File: src/hdl/usrx_pkg.sv
package usrx_pkg;
   // Register byte offsets
   localparam logic [7:0] ADDR_CTRL = 8'h00;
   localparam logic [7:0] ADDR_SYNC = 8'h04;
   localparam logic [7:0] ADDR_DATA = 8'h08;
   localparam logic [7:0] ADDR_STAT = 8'h0C;
   localparam logic [7:0] ADDR_MASK = 8'h10;

   // Control field positions
   localparam int CTRL_RXEN  = 0;
   localparam int CTRL_STRIP = 1;
   localparam int CTRL_AUTO  = 2;

   // Status and mask field positions
   localparam int ST_FULL  = 0;
   localparam int ST_OVR   = 1;
   localparam int ST_BRK   = 2;
   localparam int ST_MATCH = 3;
   localparam int ST_LIVE  = 4;
   localparam int ST_W     = 4;

   // Values after reset
   localparam logic [2:0] CTRL_RST = 3'h0;
   localparam logic [7:0] SYNC_RST = 8'h00;
   localparam logic [3:0] MASK_RST = 4'h0;
   localparam logic [3:0] STAT_RST = 4'h0;

   // Word framing
   localparam int         DATA_W   = 8;
   localparam logic [2:0] BIT_LAST = 3'h7;

   typedef enum logic [1:0] {
      USRX_IDLE = 2'h0,
      USRX_DATA = 2'h1,
      USRX_STOP = 2'h3,
      USRX_BRKW = 2'h2
   } usrx_state_t;
endpackage : usrx_pkg

File: src/hdl/usrx_rx_ctrl.sv
// Chosen here: the APB register port and the register offsets.
`timescale 1ns/1ps
module usrx_rx_ctrl (
   // APB slave
   input  logic        pclk,
   input  logic        presetn,
   input  logic        psel,
   input  logic        penable,
   input  logic        pwrite,
   input  logic [7:0]  paddr,
   input  logic [31:0] pwdata,
   output logic [31:0] prdata,
   output logic        pready,
   output logic        pslverr,
   // Serial link
   input  logic        rx_clk,
   input  logic        rx_data,
   // Transmitter state, same clock
   input  logic        tx_enable,
   // Interrupt
   output logic        irq
);
   logic        rxen_q;
   logic        rxen_d;
   logic        strip_q;
   logic        auto_q;
   logic [7:0]  sync_q;
   logic [3:0]  mask_q;
   logic [3:0]  stat_q;
   logic [3:0]  stat_d;
   logic [7:0]  buf_q;
   logic        full_q;
   logic        full_d;
   logic        ovr_pend_q;
   logic        brk_pend_q;
   logic        tx_prev_q;
   logic        sclk_p_q;
   logic        pready_q;
   logic [31:0] prdata_q;
   logic        pslverr_q;
   logic        irq_q;
   logic        rd_full_q;
   logic [1:0]  sync_o;
   logic [7:0]  word;
   logic        wv;
   logic        brk;

   // Bus decode
   wire pready_d  = psel & penable & ~pready_q;
   wire acc       = psel & penable & pready_q;
   wire wr        = acc & pwrite;
   wire rd        = acc & ~pwrite;
   wire hit_ctrl  = (paddr == usrx_pkg::ADDR_CTRL);
   wire hit_sync  = (paddr == usrx_pkg::ADDR_SYNC);
   wire hit_data  = (paddr == usrx_pkg::ADDR_DATA);
   wire hit_stat  = (paddr == usrx_pkg::ADDR_STAT);
   wire hit_mask  = (paddr == usrx_pkg::ADDR_MASK);
   wire hit_any   = hit_ctrl | hit_sync | hit_data | hit_stat | hit_mask;
   wire wr_ctrl   = wr & hit_ctrl;
   wire rd_data   = rd & hit_data;
   wire rd_stat   = rd & hit_stat;
   // Clear only what the read reported; a word or flag from its wait state or answer cycle survives
   wire rd_buf    = rd_data & rd_full_q;
   wire [3:0] stat_clr = rd_stat ? prdata_q[3:0] : 4'h0;

   // Link sampling, edges found on the bus clock
   usrx_sync #(
      .W (2)
   ) u_sync (
      .pclk    (pclk),
      .presetn (presetn),
      .d       ({rx_clk, rx_data}),
      .q       (sync_o)
   );

   wire sclk_s    = sync_o[1];
   wire sd_s      = sync_o[0];
   wire sclk_rise = sclk_s & ~sclk_p_q;

   // Turnaround and enable
   wire tx_fall   = tx_prev_q & ~tx_enable;
   wire auto_set  = auto_q & tx_fall;
   // Hardware set beats a host clear in the same cycle
   assign rxen_d  = auto_set | (wr_ctrl ? pwdata[usrx_pkg::CTRL_RXEN] : rxen_q);
   wire clr       = ~rxen_d;

   usrx_rxshift u_shift (
      .pclk       (pclk),
      .presetn    (presetn),
      .clr        (clr),
      .sclk_rise  (sclk_rise),
      .sd         (sd_s),
      .word_q     (word),
      .word_vld_q (wv),
      .brk_q      (brk)
   );

   // Word disposition
   wire match     = (word == sync_q);
   wire data_ev   = wv & ~brk;
   wire strip     = data_ev & strip_q & match;
   wire keep      = data_ev & ~strip;
   wire load      = keep & ~full_q;
   wire ovr_ev    = keep & full_q;
   wire brk_ev    = wv & brk;
   wire brk_now   = brk_ev & ~full_q;
   wire brk_full  = brk_ev & full_q;
   wire post_brk  = rd_buf & brk_pend_q;
   wire post_ovr  = rd_buf & ovr_pend_q;

   wire [3:0] ev;
   assign ev[usrx_pkg::ST_FULL]  = load;
   assign ev[usrx_pkg::ST_OVR]   = post_ovr;
   assign ev[usrx_pkg::ST_BRK]   = brk_now | post_brk;
   assign ev[usrx_pkg::ST_MATCH] = load & match;

   // Read clears status, a new event in that cycle survives
   assign stat_d = clr ? usrx_pkg::STAT_RST
                       : ((stat_q & ~stat_clr) | ev);
   assign full_d = ~clr & (load | (full_q & ~rd_buf));

   wire [31:0] rdata_w =
      hit_ctrl ? {29'h0, auto_q, strip_q, rxen_q} :
      hit_sync ? {24'h0, sync_q} :
      hit_data ? {24'h0, buf_q} :
      hit_stat ? {27'h0, full_q, stat_q} :
      hit_mask ? {28'h0, mask_q} : 32'h0;

   // Control registers
   always_ff @(posedge pclk or negedge presetn) begin
      if (!presetn) begin
         rxen_q  <= usrx_pkg::CTRL_RST[usrx_pkg::CTRL_RXEN];
         strip_q <= usrx_pkg::CTRL_RST[usrx_pkg::CTRL_STRIP];
         auto_q  <= usrx_pkg::CTRL_RST[usrx_pkg::CTRL_AUTO];
      end else begin
         rxen_q <= rxen_d;
         if (wr_ctrl) begin
            strip_q <= pwdata[usrx_pkg::CTRL_STRIP];
            auto_q  <= pwdata[usrx_pkg::CTRL_AUTO];
         end
      end
   end

   always_ff @(posedge pclk or negedge presetn) begin
      if (!presetn) begin
         sync_q <= usrx_pkg::SYNC_RST;
         mask_q <= usrx_pkg::MASK_RST;
      end else begin
         if (wr & hit_sync) sync_q <= pwdata[7:0];
         if (wr & hit_mask) mask_q <= pwdata[3:0];
      end
   end

   // Receive buffer and flags
   always_ff @(posedge pclk or negedge presetn) begin
      if (!presetn) begin
         buf_q  <= 8'h00;
         full_q <= 1'b0;
         stat_q <= usrx_pkg::STAT_RST;
      end else begin
         if (load) buf_q <= word;
         full_q <= full_d;
         stat_q <= stat_d;
      end
   end

   // Pending conditions posted at the next buffer read
   always_ff @(posedge pclk or negedge presetn) begin
      if (!presetn) begin
         ovr_pend_q <= 1'b0;
         brk_pend_q <= 1'b0;
      end else begin
         ovr_pend_q <= ~clr & (ovr_ev | (ovr_pend_q & ~rd_buf));
         brk_pend_q <= ~clr & (brk_full | (brk_pend_q & ~rd_buf));
      end
   end

   // Edge history, bus answer, interrupt
   always_ff @(posedge pclk or negedge presetn) begin
      if (!presetn) begin
         tx_prev_q <= 1'b0;
         sclk_p_q  <= 1'b0;
         pready_q  <= 1'b0;
         prdata_q  <= 32'h0;
         pslverr_q <= 1'b0;
         irq_q     <= 1'b0;
         rd_full_q <= 1'b0;
      end else begin
         tx_prev_q <= tx_enable;
         sclk_p_q  <= sclk_s;
         pready_q  <= pready_d;
         prdata_q  <= (pready_d & ~pwrite) ? rdata_w : 32'h0;
         pslverr_q <= pready_d & ~hit_any;
         irq_q     <= |(stat_d & mask_q);
         rd_full_q <= pready_d & ~pwrite & hit_data & full_q;
      end
   end

   assign prdata  = prdata_q;
   assign pready  = pready_q;
   assign pslverr = pslverr_q;
   assign irq     = irq_q;
endmodule : usrx_rx_ctrl

File: src/hdl/usrx_sync.sv
`timescale 1ns/1ps
module usrx_sync #(
   parameter int W = 2
) (
   // Clock and reset
   input  logic         pclk,
   input  logic         presetn,
   // Asynchronous levels in, synchronised out
   input  logic [W-1:0] d,
   output logic [W-1:0] q
);
   logic [W-1:0] meta_q;

   genvar i;
   generate
      for (i = 0; i < W; i++) begin : g_bit
         always_ff @(posedge pclk or negedge presetn) begin
            if (!presetn) begin
               meta_q[i] <= 1'b0;
               q[i]      <= 1'b0;
            end else begin
               meta_q[i] <= d[i];
               q[i]      <= meta_q[i];
            end
         end
      end
   endgenerate
endmodule : usrx_sync

File: src/hdl/usrx_rxshift.sv
`timescale 1ns/1ps
module usrx_rxshift (
   // Clock and reset
   input  logic                     pclk,
   input  logic                     presetn,
   // Control
   input  logic                     clr,
   // Sampled line
   input  logic                     sclk_rise,
   input  logic                     sd,
   // Assembled word
   output logic [usrx_pkg::DATA_W-1:0] word_q,
   output logic                     word_vld_q,
   output logic                     brk_q
);
   usrx_pkg::usrx_state_t         state_q;
   usrx_pkg::usrx_state_t         state_d;
   logic [2:0]                    cnt_q;
   logic [usrx_pkg::DATA_W-1:0]   sh_q;
   wire                           zero_word;
   wire                           brk_now;
   wire                           stop_hit;
   wire                           brk_end;

   assign zero_word = (sh_q == 8'h00);
   // Stop bit low on an all-zero word marks a break
   assign brk_now   = zero_word & ~sd;
   assign stop_hit  = sclk_rise & (state_q == usrx_pkg::USRX_STOP);
   // Link clock stops after a break, so the wait ends on the line level alone
   assign brk_end   = (state_q == usrx_pkg::USRX_BRKW) & sd;

   always_comb begin
      state_d = state_q;
      case (state_q)
         usrx_pkg::USRX_IDLE: if (!sd) state_d = usrx_pkg::USRX_DATA;
         usrx_pkg::USRX_DATA: if (cnt_q == usrx_pkg::BIT_LAST) state_d = usrx_pkg::USRX_STOP;
         usrx_pkg::USRX_STOP: state_d = brk_now ? usrx_pkg::USRX_BRKW : usrx_pkg::USRX_IDLE;
         usrx_pkg::USRX_BRKW: if (sd) state_d = usrx_pkg::USRX_IDLE;
         default:             state_d = usrx_pkg::USRX_IDLE;
      endcase
   end

   // A disable drops a half-built word at once
   always_ff @(posedge pclk or negedge presetn) begin
      if (!presetn) begin
         state_q <= usrx_pkg::USRX_IDLE;
         cnt_q   <= 3'h0;
         sh_q    <= 8'h00;
      end else if (clr) begin
         state_q <= usrx_pkg::USRX_IDLE;
         cnt_q   <= 3'h0;
      end else if (brk_end) begin
         state_q <= usrx_pkg::USRX_IDLE;
      end else if (sclk_rise) begin
         state_q <= state_d;
         if (state_q == usrx_pkg::USRX_DATA) begin
            sh_q  <= {sd, sh_q[7:1]};
            cnt_q <= cnt_q + 3'h1;
         end else begin
            cnt_q <= 3'h0;
         end
      end
   end

   always_ff @(posedge pclk or negedge presetn) begin
      if (!presetn) begin
         word_q     <= 8'h00;
         word_vld_q <= 1'b0;
         brk_q      <= 1'b0;
      end else begin
         word_vld_q <= stop_hit & ~clr;
         if (stop_hit) begin
            word_q <= sh_q;
            brk_q  <= brk_now;
         end
      end
   end
endmodule : usrx_rxshift

File: config.mk
export PLATFORM = sky130hd
export DESIGN_NAME = usrx_rx_ctrl
export DESIGN_NICKNAME = d
export VERILOG_FILES = /design/src/hdl/usrx_pkg.sv /design/src/hdl/usrx_rx_ctrl.sv /design/src/hdl/usrx_sync.sv /design/src/hdl/usrx_rxshift.sv
export SDC_FILE = /design/constraint.sdc
export NUM_CORES = 1
export LEC_CHECK = 0
export ABC_AREA = 0
export BUFFER_PORTS_ARGS = -buffer_cell sky130_fd_sc_hd__buf_2
export CAP_MARGIN = 20
export CORE_AREA = 3 3 89 91
export DETAILED_ROUTE_END_ITERATION = 6
export DIE_AREA = 0 0 92 94
export PLACE_DENSITY = 0.73
export SETUP_SLACK_MARGIN = 0.4
export SLEW_MARGIN = 25
export SYNTH_ARGS = -nofsm -noshare
export SYNTH_HDL_FRONTEND = slang
export SYNTH_HIERARCHICAL = 1
export SYNTH_SLANG_ARGS = --single-unit
File: constraint.sdc
create_clock -name pclk -period 4.32 [get_ports pclk]
set_input_delay 0.432 -clock pclk [delete_from_list [all_inputs] [get_ports pclk]]
set_output_delay 0.432 -clock pclk [all_outputs]
set_load 0.01 [all_outputs]
==> impl_metrics.yaml, run 1 <==
die:
  core_um2: 7210
  num_io_pins: 83
  fp-row-count: 31
  die_w_um: 92
  initial_core_util_pct: 46.3
  die_h_um: 94
  dieArea_um2: 8650
critical_path:
  cp_max_fo: 7
  cp.arrival_ns: 2.60
  critPathLaunchType: "primary input"
  rr_worst_depth: 6
  end_kind: "flip-flop"
  startpoint: "paddr[3]"
  reg2reg_from: "pready"
  rrSetupSlack_ns: 2.09
  setup.worst_path.end: "u_shift/sh_q[1]"
  cp_data_required_time_ns: 4.54
  reg2reg_to: "u_shift/sh_q[1]"
  crit_type: "in -> reg"
power:
  leakagePower_uw: 0.00184
  ir_drop_mv: 0.210
  pwr_density_cell_nw_per_um2: 462
synthesis:
  netlist_area_um2: 3340
  synth_flop_cell: "dfrtp_1"
  synth_area_leaders: "dfrtp_1, mux2_2, buf_4, mux2_4, xor2_1"
  synth.yosys.seq_area_share_pct: 53.2
  yosys.area.top_type: "dfrtp_1"
  synth.avg_cell_area_um2: 12.0
  netlist.area_leader.share_pct: 53.2
  syn-instance-count: 279
  synth-seq-cells: 71
  synthArstFlopShare_pct: 100
  ys_warn_count: 6
  synth_cell_types: 49
  synth_edf_count: 0
clocking:
  cts_buffer_depth: 2
  cts_setup_buffers: 0
  cts_sinks: 71
  cts_hold_buf: 0
  root_buffer: "clkbuf_8"
  cts_resized: 0
  worstSkewPairLatency_ns: 0.34
  cts_buffers: 9
  cts.clk_slew.worst_paths_ns: 0.08
  cts_tree: "yes"
  h-tree-depth: 3
placement:
  dp_hpwl_mm: 4.63
  io_buffers: 34
  place.gp.congestion: 0.928
drt:
  drt-pass1-iter-count: 4
  drt_iter0_drc: 146
  ant_nets: 0
  wl_per_cell_um: 15.5
  wirelength_mm: 6.51
  vias: 2253
  via_per_inst: 5.35
  drc: 0
layout:
  utilization_pct: 51.5
  antenna_cells: 0
  fill_cells: 641
  drive_gt1_share_pct: 31.7
  layout.nets: 368
  area_growth_pct: 11.4
global_route:
  grt_pass1_wl_mm: 10.7
  grt_pass1_vias: 2187
  track_usage_pct: 16.1
  grt_max_degree: 38
  grt-ovfl-total: 0
  antenna_found_initial: 0
sta:
  slew_viol_final: 0
  hold_viol_final: 0
  fin_setup_tns_ns: 0
  rsz0062_at_grt: "false"
  finalWorstPathRequiredPeriod_ns: 2.38
  setup_violations: 0
  clock.fmax_ghz: 0.420
  finClkSkew_ns: 0.0122
  fin_crit_sh_pct: 55.2
  tightestPinTransition_ns: 0.743
  relSlewSlack_pct: 50.5
flow_run:
  maxCapViolCount: 0
worst_hold_path:
  hp-class: "in -> async"
outcome:
  status: "finished clean"
## synthesized netlist by cell type (2+ instances only)
| library cell | instances |
|---|---|
| nand3_1 | 4 |
| mux2_2 | 33 |
| a21oi_1 | 6 |
| a22oi_1 | 5 |
| nor3_1 | 4 |
| nand2b_1 | 3 |
| nor4_1 | 7 |
| a221oi_1 | 3 |
| dfrtp_1 | 71 |
| a21o_1 | 2 |
| nor3_2 | 3 |
| a31oi_1 | 5 |
| buf_4 | 24 |
| a32oi_1 | 2 |
| nor2_1 | 14 |
| a22o_1 | 2 |
| nand2_1 | 15 |
| ha_1 | 2 |
| or4_4 | 2 |
| and3_1 | 4 |
| inv_1 | 11 |
| clkbuf_1 | 5 |
| buf_6 | 3 |
| xor2_1 | 8 |
| mux2_4 | 7 |
| o21ai_0 | 8 |
| nand3b_1 | 3 |
| nor2b_1 | 2 |
## cells by family after synthesis
family          Yosys count  synth area share (%)
xor+xnor                  8                  2.10
mux                      40                  14.3
compound gates           46                  9.97
fa+ha+maj                 2                 0.750
flops                    71                  53.2
buf+inv                  43                  8.21
simple gates             68                  11.3
other cells               1                 0.112
## cell usage in the layout (no fill, tap or decap), types with 6 or more instances in the layout
| cell type | count |
|---|---|
| dfrtp_1 | 71 |
| buf_2 | 34 |
| mux2_2 | 33 |
| conb_1 | 24 |
| nand2_1 | 15 |
| nor2_1 | 14 |
| inv_1 | 11 |
| clkbuf_8 | 11 |
| xor2_1 | 8 |
| o21ai_0 | 8 |
| nor4_1 | 7 |
| mux2_4 | 7 |
| a21oi_1 | 6 |
## metal layers
metal | share of wire [%] | up-vias | global-route usage [%]
met4 | 2.8 | 0 | 8.04
met1 | 43 | 1116 | 20.3
met3 | 6.4 | 17 | 3.85
li1 | - | 1033 | -
met5 | 0 | - | 0
met2 | 47 | 87 | 25.9
## layout make-up
cell class                      count  area (um^2)  share of cell area (%)
Tap cell                           99          124                    3.33
Clock buffer                       11          151                    4.07
Multi-Input combinational cell    188         1380                    37.1
Clock inverter                      4         53.8                    1.45
Inverter                           11         41.3                    1.11
Timing Repair Buffer               37          193                    5.18
Sequential cell                    71         1780                    47.8
## state kept, by name, indices dropped and copies added (netlist names), 2 cells and up
name and flops:
sync_q 8, u_sync/meta_q 2, u_shift/sh_q 8, prdata 8
u_shift/state_q 2, u_sync/q 2, mask_q 4, u_shift/cnt_q 3
stat_q 4, u_shift/word_q 8, buf_q 8
## worst min path at each step
stage / from / end / slack (ns) / depth (start not counted)
floorplan: presetn / auto_q / 0.14 / 0
global placement: u_sync/meta_q[1] / u_sync/q[1] / 0.33 / 0
detailed placement: u_sync/meta_q[0] / u_sync/q[0] / 0.33 / 0
CTS: presetn / buf_q[7] / 0.18 / 1
global route: rx_data / u_sync/meta_q[0] / 0.18 / 1
finish: presetn / buf_q[7] / 0.15 / 1
## report_power, final
part	switching (uW)	internal [uW]
clock	245	297
combinational	138	165
sequential	101	770
## critical path: stages
cell and delay (ns):
buf_2 0.14, nor4_1 0.60, a41oi_1 0.19, nor2b_1 0.23
nor3_2 0.44, buf_4 0.26, mux2_4 0.31
## per-stage QoR
step	hold slack (ns)	power (uW)	cells	worst slack (ns)	area, um^2
floorplan	0.136	1110	302	2.01	3420
CTS	0.177	1730	421	1.92	3720
detailed placement	0.335	1180	406	1.57	3510
global placement	0.334	1160	406	1.56	3510
global route	0.178	1810	421	1.73	3720
finish	0.148	1720	421	1.94	3720
Note: power is estimated with default switching activity, not from simulation.
==> run 2, diff against run 1 <==
Settings changed: ABC_AREA 0 to 1, CORE_AREA 3 3 89 91 to 3 3 93 95, DIE_AREA 0 0 92 94 to 0 0 96 98, PLACE_DENSITY 0.73 to 0.72.
Clock period 4.32 ns to 2.39 ns, I/O delays scaled along.
==> run 2 against run 1 <==
Effect of this change: combinational power fell by 62%; highest routed layer unchanged; setup slack got worse by 1.4 ns; critical endpoint is now u_shift/state_q[1]; via count up 24%.
==> impl_metrics.yaml, run 2 <==
critical_path:
  end_kind: "flip-flop"
  cp_data_required_time_ns: 2.62
  cp.arrival_ns: 2.05
  cp_max_fo: 11
  crit_type: "reg -> reg"
  critPathLaunchType: "flip-flop"
power:
  p_int_uw: 1830
  ir_drop_mv: 0.314
  power.share.clock_pct: 43.9
  swShare_pct: 22.9
  pwr_density_cell_nw_per_um2: 574
  leakagePower_uw: 0.00210
  power.total_uw: 2370
  power_switching_uw: 544
  p_comb_share_pct: 4.9
  seqPwrFrac_pct: 51.2
placement:
  place_area_um2: 3840
  place.gp.congestion: 0.830
  dp_hpwl_mm: 5.09
  io_buffers: 34
synthesis:
  synth-seq-cells: 71
  synth_top_cells_by_count: "nand2_1, dfrtp_1, inv_1"
  synth.avg_cell_area_um2: 8.38
  synth_cell_types: 35
  synth_most_common_cell: "nand2_1"
  synth.yosys.seq_area_share_pct: 48.6
  synth_flop_cell: "dfrtp_1"
  yosys.area.top_type: "dfrtp_1"
  synthArstFlopShare_pct: 100
  ys_warn_count: 6
  syn-instance-count: 436
  synth_area_leaders: "dfrtp_1, nand2_1, inv_1, buf_4, o21ai_2"
  netlist.area_leader.share_pct: 48.6
  netlist_area_um2: 3650
  synth_edf_count: 0
global_route:
  grt_pass1_wl_mm: 12.0
  grt_pass1_vias: 2655
  antenna_found_initial: 0
  grt-ovfl-total: 0
  grt_max_degree: 72
  track_usage_pct: 16.3
die:
  die_w_um: 96
  num_io_pins: 83
  dieArea_um2: 9410
  initial_core_util_pct: 46.8
  die_h_um: 98
  core_um2: 7810
  fp-row-count: 32
sta:
  clock.fmax_ghz: 0.552
  rsz0062_at_grt: "false"
  fin_crit_sh_pct: 75.9
  finClkSkew_ns: 0.0123
  hold_viol_final: 0
  finalWorstPathRequiredPeriod_ns: 1.81
  fin_setup_tns_ns: 0
  setup_violations: 0
  slew_viol_final: 0
clocking:
  h-tree-depth: 3
  cts_buffers: 9
  cts_buffer_depth: 2
  worstSkewPairLatency_ns: 0.35
  cts_sinks: 71
  cts_tree: "yes"
  cts.clk_slew.worst_paths_ns: 0.08
  root_buffer: "clkbuf_8"
drt:
  wl_per_cell_um: 12.2
  wl_met1_mm: 3.15
  drc: 0
  drt-pass1-iter-count: 4
  route.met3.wl_um: 329
  drt_iter0_drc: 116
  ant_nets: 0
  dr.max_layer_used: "met4"
  route.met2.wl_mm: 3.53
  via_per_inst: 4.76
  vias: 2800
  wirelength_mm: 7.18
worst_hold_path:
  hp-class: "in -> reg"
layout:
  layout.nets: 532
  stdcell_area_um2: 4130
  area_growth_pct: 13.0
  final_cell_mix: "nand2_1, dfrtp_1, inv_1, buf_2, nor2_1"
  antenna_cells: 0
  drive_gt1_share_pct: 18.9
  layout_commonest_cell: "nand2_1"
flow_run:
  maxCapViolCount: 0
outcome:
  status: "finished clean"
## run 2: cell count changes in the layout (fill, tap and decap cells not counted), sizes merged, moves of 15 or more
cell | before | now
mux2 | 40 | 0
nor2 | 14 | 36
nand2 | 16 | 120
a21oi | 6 | 21
inv | 12 | 61
nand3 | 4 | 33
o21ai | 9 | 40
## run 2: power groups by stage
stage               Sequential (uW)  Clock, uW  Combinational, uW
CTS                            1210       1060                116
global route                   1220       1120                133
global placement               1240          0                108
floorplan                      1240          0               77.4
finish                         1210       1040                115
detailed placement             1240          0                110
## run 2: kinds of logic (layout without fill, tap and decap cells)
family,Yosys count,in the layout,synth area share [%]
AO/OA/AOI/OAI,71,71,12.4
XOR/XNOR,4,4,0.959
other,1,24,0.103
AND/OR/NAND/NOR,195,195,24.5
adder cells (fa/ha/maj),2,2,0.685
buffers and inverters,92,119,12.8
flip-flops,71,71,48.6
## run 2: per-layer routing
metal	vias to the layer above	global-route usage, %
met5	-	0
met4	0	7.88
met3	14	3.16
met2	76	26.5
met1	1281	20.6
li1	1429	-
## run 2: final timing paths
| kind | endpoint | cells past startpoint | start | slack (ns) |
|---|---|---|---|---|
| max | u_shift/state_q[1] | 11 | pready | 0.58 |
| min | sync_q[6] | 3 | pwdata[6] | 0.13 |
| max reg2reg | u_shift/state_q[1] | 11 | pready | 0.58 |
| min reg2reg | u_sync/q[0] | 0 | u_sync/meta_q[0] | 0.35 |
| max in group asynchronous | u_shift/cnt_q[0] | 3 | presetn | 1.64 |
| min in group asynchronous | mask_q[2] | 3 | presetn | 0.43 |
## run 2: stage by stage
stage	worst slack (ns)	utilization, %	cells	hold slack [ns]
CTS	0.408	52.5	587	0.120
detailed placement	0.313	49.1	567	0.299
finish	0.577	52.9	588	0.131
global placement	0.380	49.1	567	0.296
global route	0.410	52.9	588	0.127
floorplan	0.674	-	459	-0.0566
## run 2: final cells by class
class	count	area, um^2
Fill cell	739	3680
Multi-Input combinational cell	296	1510
Timing Repair Buffer	43	273
Clock buffer	10	128
Clock inverter	5	83.8
Tap cell	102	128
Inverter	61	234
Sequential cell	71	1780
## run 2: timing repair
item | CTS | global route
resized for setup | 1 | 3
setup buffers | 1 | 1
hold buffers | 4 | 0
hold endpoints to repair | 74 | 0
endpoints found under the setup margin | 13 | 13
pin swaps | 1 | 2
## run 2: worst max-delay path, stage by stage (launching register included)
cell	delay, ns
dfrtp_1	0.38
nand3_2	0.13
nor2_4	0.18
nand2_4	0.08
nand2_2	0.08
nand3_4	0.12
inv_6	0.13
inv_1	0.12
nand3_1	0.12
nand2_1	0.08
o21ai_0	0.18
nand2_1	0.08
==> run 3, diff against run 2 <==
Clock period 2.39 ns to 1.9 ns, I/O delays scaled along.
==> run 3 against run 2 <==
Effect of this change: die area unchanged; total power grew 15%; final cell count grew 3.6%; maximum frequency rose by 15%; sequential share of layout area decreased by 2.6 points; register-to-register slack worse by 0.25 ns; critical path depth up 1; clock skew is 0.0060 ns lower; via count grew 5.5%; setup slack worse by 0.25 ns; first-iteration DRC count rose by 47%; clock power barely moved; largest cell class unchanged.
==> impl_metrics.yaml, run 3 (synthesized netlist as in run 2, its figures left out) <==
outcome:
  status: "finished clean"
global_route:
  grt_pass1_vias: 2708
  grt_max_degree: 33
  track_usage_pct: 17.4
  antenna_found_initial: 0
  grt-ovfl-total: 0
  grt_pass1_wl_mm: 12.6
sta:
  hold_viol_final: 0
  tightestPinTransition_ns: 0.600
  clock.fmax_ghz: 0.637
  slew_viol_final: 0
  fin_crit_sh_pct: 82.7
  fin_setup_tns_ns: 0
  finClkSkew_ns: 0.00638
  relSlewSlack_pct: 60.0
  setup_violations: 0
  rsz0062_at_grt: "true"
  finalWorstPathRequiredPeriod_ns: 1.57
layout:
  drive_gt1_share_pct: 30.2
  final_cell_mix: "nand2_1, dfrtp_1, inv_1, buf_2, conb_1"
  fill_cells: 714
  area_growth_pct: 20.6
  layout.nets: 554
  stdcell_area_um2: 4410
  multi_input_area_um2: 1640
  utilization_pct: 56.5
  antenna_cells: 0
  layout_commonest_cell: "nand2_1"
  finalNonFillerCells: 609
  register_area_um2: 1780
placement:
  io_buffers: 34
  place.gp.congestion: 0.909
  place_area_um2: 3880
  dp_hpwl_mm: 5.44
  dp.cells: 570
die:
  fp-row-count: 32
  initial_core_util_pct: 46.8
  num_io_pins: 83
  dieArea_um2: 9410
  core_um2: 7810
  die_h_um: 98
  die_w_um: 96
drt:
  drc: 0
  vias: 2953
  drt-pass1-iter-count: 4
  wirelength_mm: 7.77
  wl_per_cell_um: 12.8
  ant_nets: 0
  drt_iter0_drc: 170
  via_per_inst: 4.85
critical_path:
  crit_type: "reg -> reg"
  path_delay_family: "simple AND/OR/NAND/NOR gates"
  cp.arrival_ns: 1.85
  critPathMaxStageDelay_ns: 0.38
  crit_buf_inv: 2
  worstPathCellList: "nand3_2 -> nor2_4 -> nand2_4 -> nand2_4 -> nand3_4 -> inv_8 -> inv_8 -> nand3_2 -> nand2_2 -> nor2_2 -> nand3_1 -> nand2_1"
  cp_data_required_time_ns: 2.18
  slowest_stage: "dfrtp_1"
  critPathLaunchType: "flip-flop"
  cp_max_fo: 6
  end_kind: "flip-flop"
clocking:
  worstSkewPairLatency_ns: 0.34
  root_buffer: "clkbuf_8"
  h-tree-depth: 3
  cts_buffers: 9
  cts_tree: "yes"
  cts_buffer_depth: 2
  cts.clk_slew.worst_paths_ns: 0.07
  cts_sinks: 71
power:
  p_comb_share_pct: 6.0
  swShare_pct: 23.1
  seqPwrFrac_pct: 55.9
  power.share.clock_pct: 38.1
  ir_drop_mv: 0.482
  p_int_uw: 2100
  leakagePower_uw: 0.00219
  power_switching_uw: 632
  pwr_density_cell_nw_per_um2: 620
worst_hold_path:
  hp-class: "in -> reg"
flow_run:
  maxCapViolCount: 0
run 3: cell count changes in the layout (fill, tap and decap cells not counted), moves of 4 or more:
cell and change:
buf_4 +19, nor2_1 -6, inv_2 +11, nand2_1 -12
nand2_2 +11, inv_1 -12, nand3_1 -4
run 3: worst paths after layout:
check	start	end	slack, ns	cells after the start
worst max-delay path	pready	u_shift/state_q[0]	0.33	12
worst min-delay path	pwdata[7]	sync_q[7]	0.1	3
worst max register to register	pready	u_shift/state_q[0]	0.33	12
worst min register to register	u_sync/meta_q[0]	u_sync/q[0]	0.35	0
max in group asynchronous	presetn	sync_q[3]	0.87	3
min in group asynchronous	presetn	u_sync/meta_q[0]	0.38	2
run 3: power groups by stage:
stage                     sequential, uW  combinational, uW  clock [uW]
after floorplan                     1560               99.9           0
after global placement              1560                141           0
after detailed placement            1560                145           0
after CTS                           1530                160        1080
after global routing                1530                184        1140
final                               1530                164        1040
run 3: final cells by class:
type                    instances  area share (%)
multi-input cells             297            37.2
well taps                     102            2.89
clock inverters                 1           0.114
repair buffers                 64            10.2
inverters                      61            5.53
clock buffers                  13            3.60
flip-flops and latches         71            40.4
run 3: worst min-delay path: cells and delay by family:
family,cells,cell delay [ns]
buf+inv,1,0.08
compound gates,1,0.09
simple gates,1,0.03
run 3: through the flow:
stage / total power, uW / setup slack, ns / hold WS, ns
6_report: 2740 / 0.329 / 0.0978
5_1_grt: 2860 / 0.205 / 0.0808
4_1_cts: 2760 / 0.358 / 0.0815
3_5_place_dp: 1700 / 0.117 / 0.227
3_3_place_gp: 1700 / 0.165 / 0.222
2_1_floorplan: 1660 / 0.338 / -0.106
run 3: timing repair:
item	4_1_cts	5_1_grt
setup buffers	7	12
endpoints found under the setup margin	17	28
hold buffers	4	0
gates cloned	1	1
endpoints found under the hold margin	26	0
gates resized for setup	13	38
pin swaps	4	6
run 3: routing by layer:
metal	GRT usage, %	routed length, um
met4	5.47	170
met2	28.5	3840
met5	0	0
met3	4.93	419
met1	22.3	3340
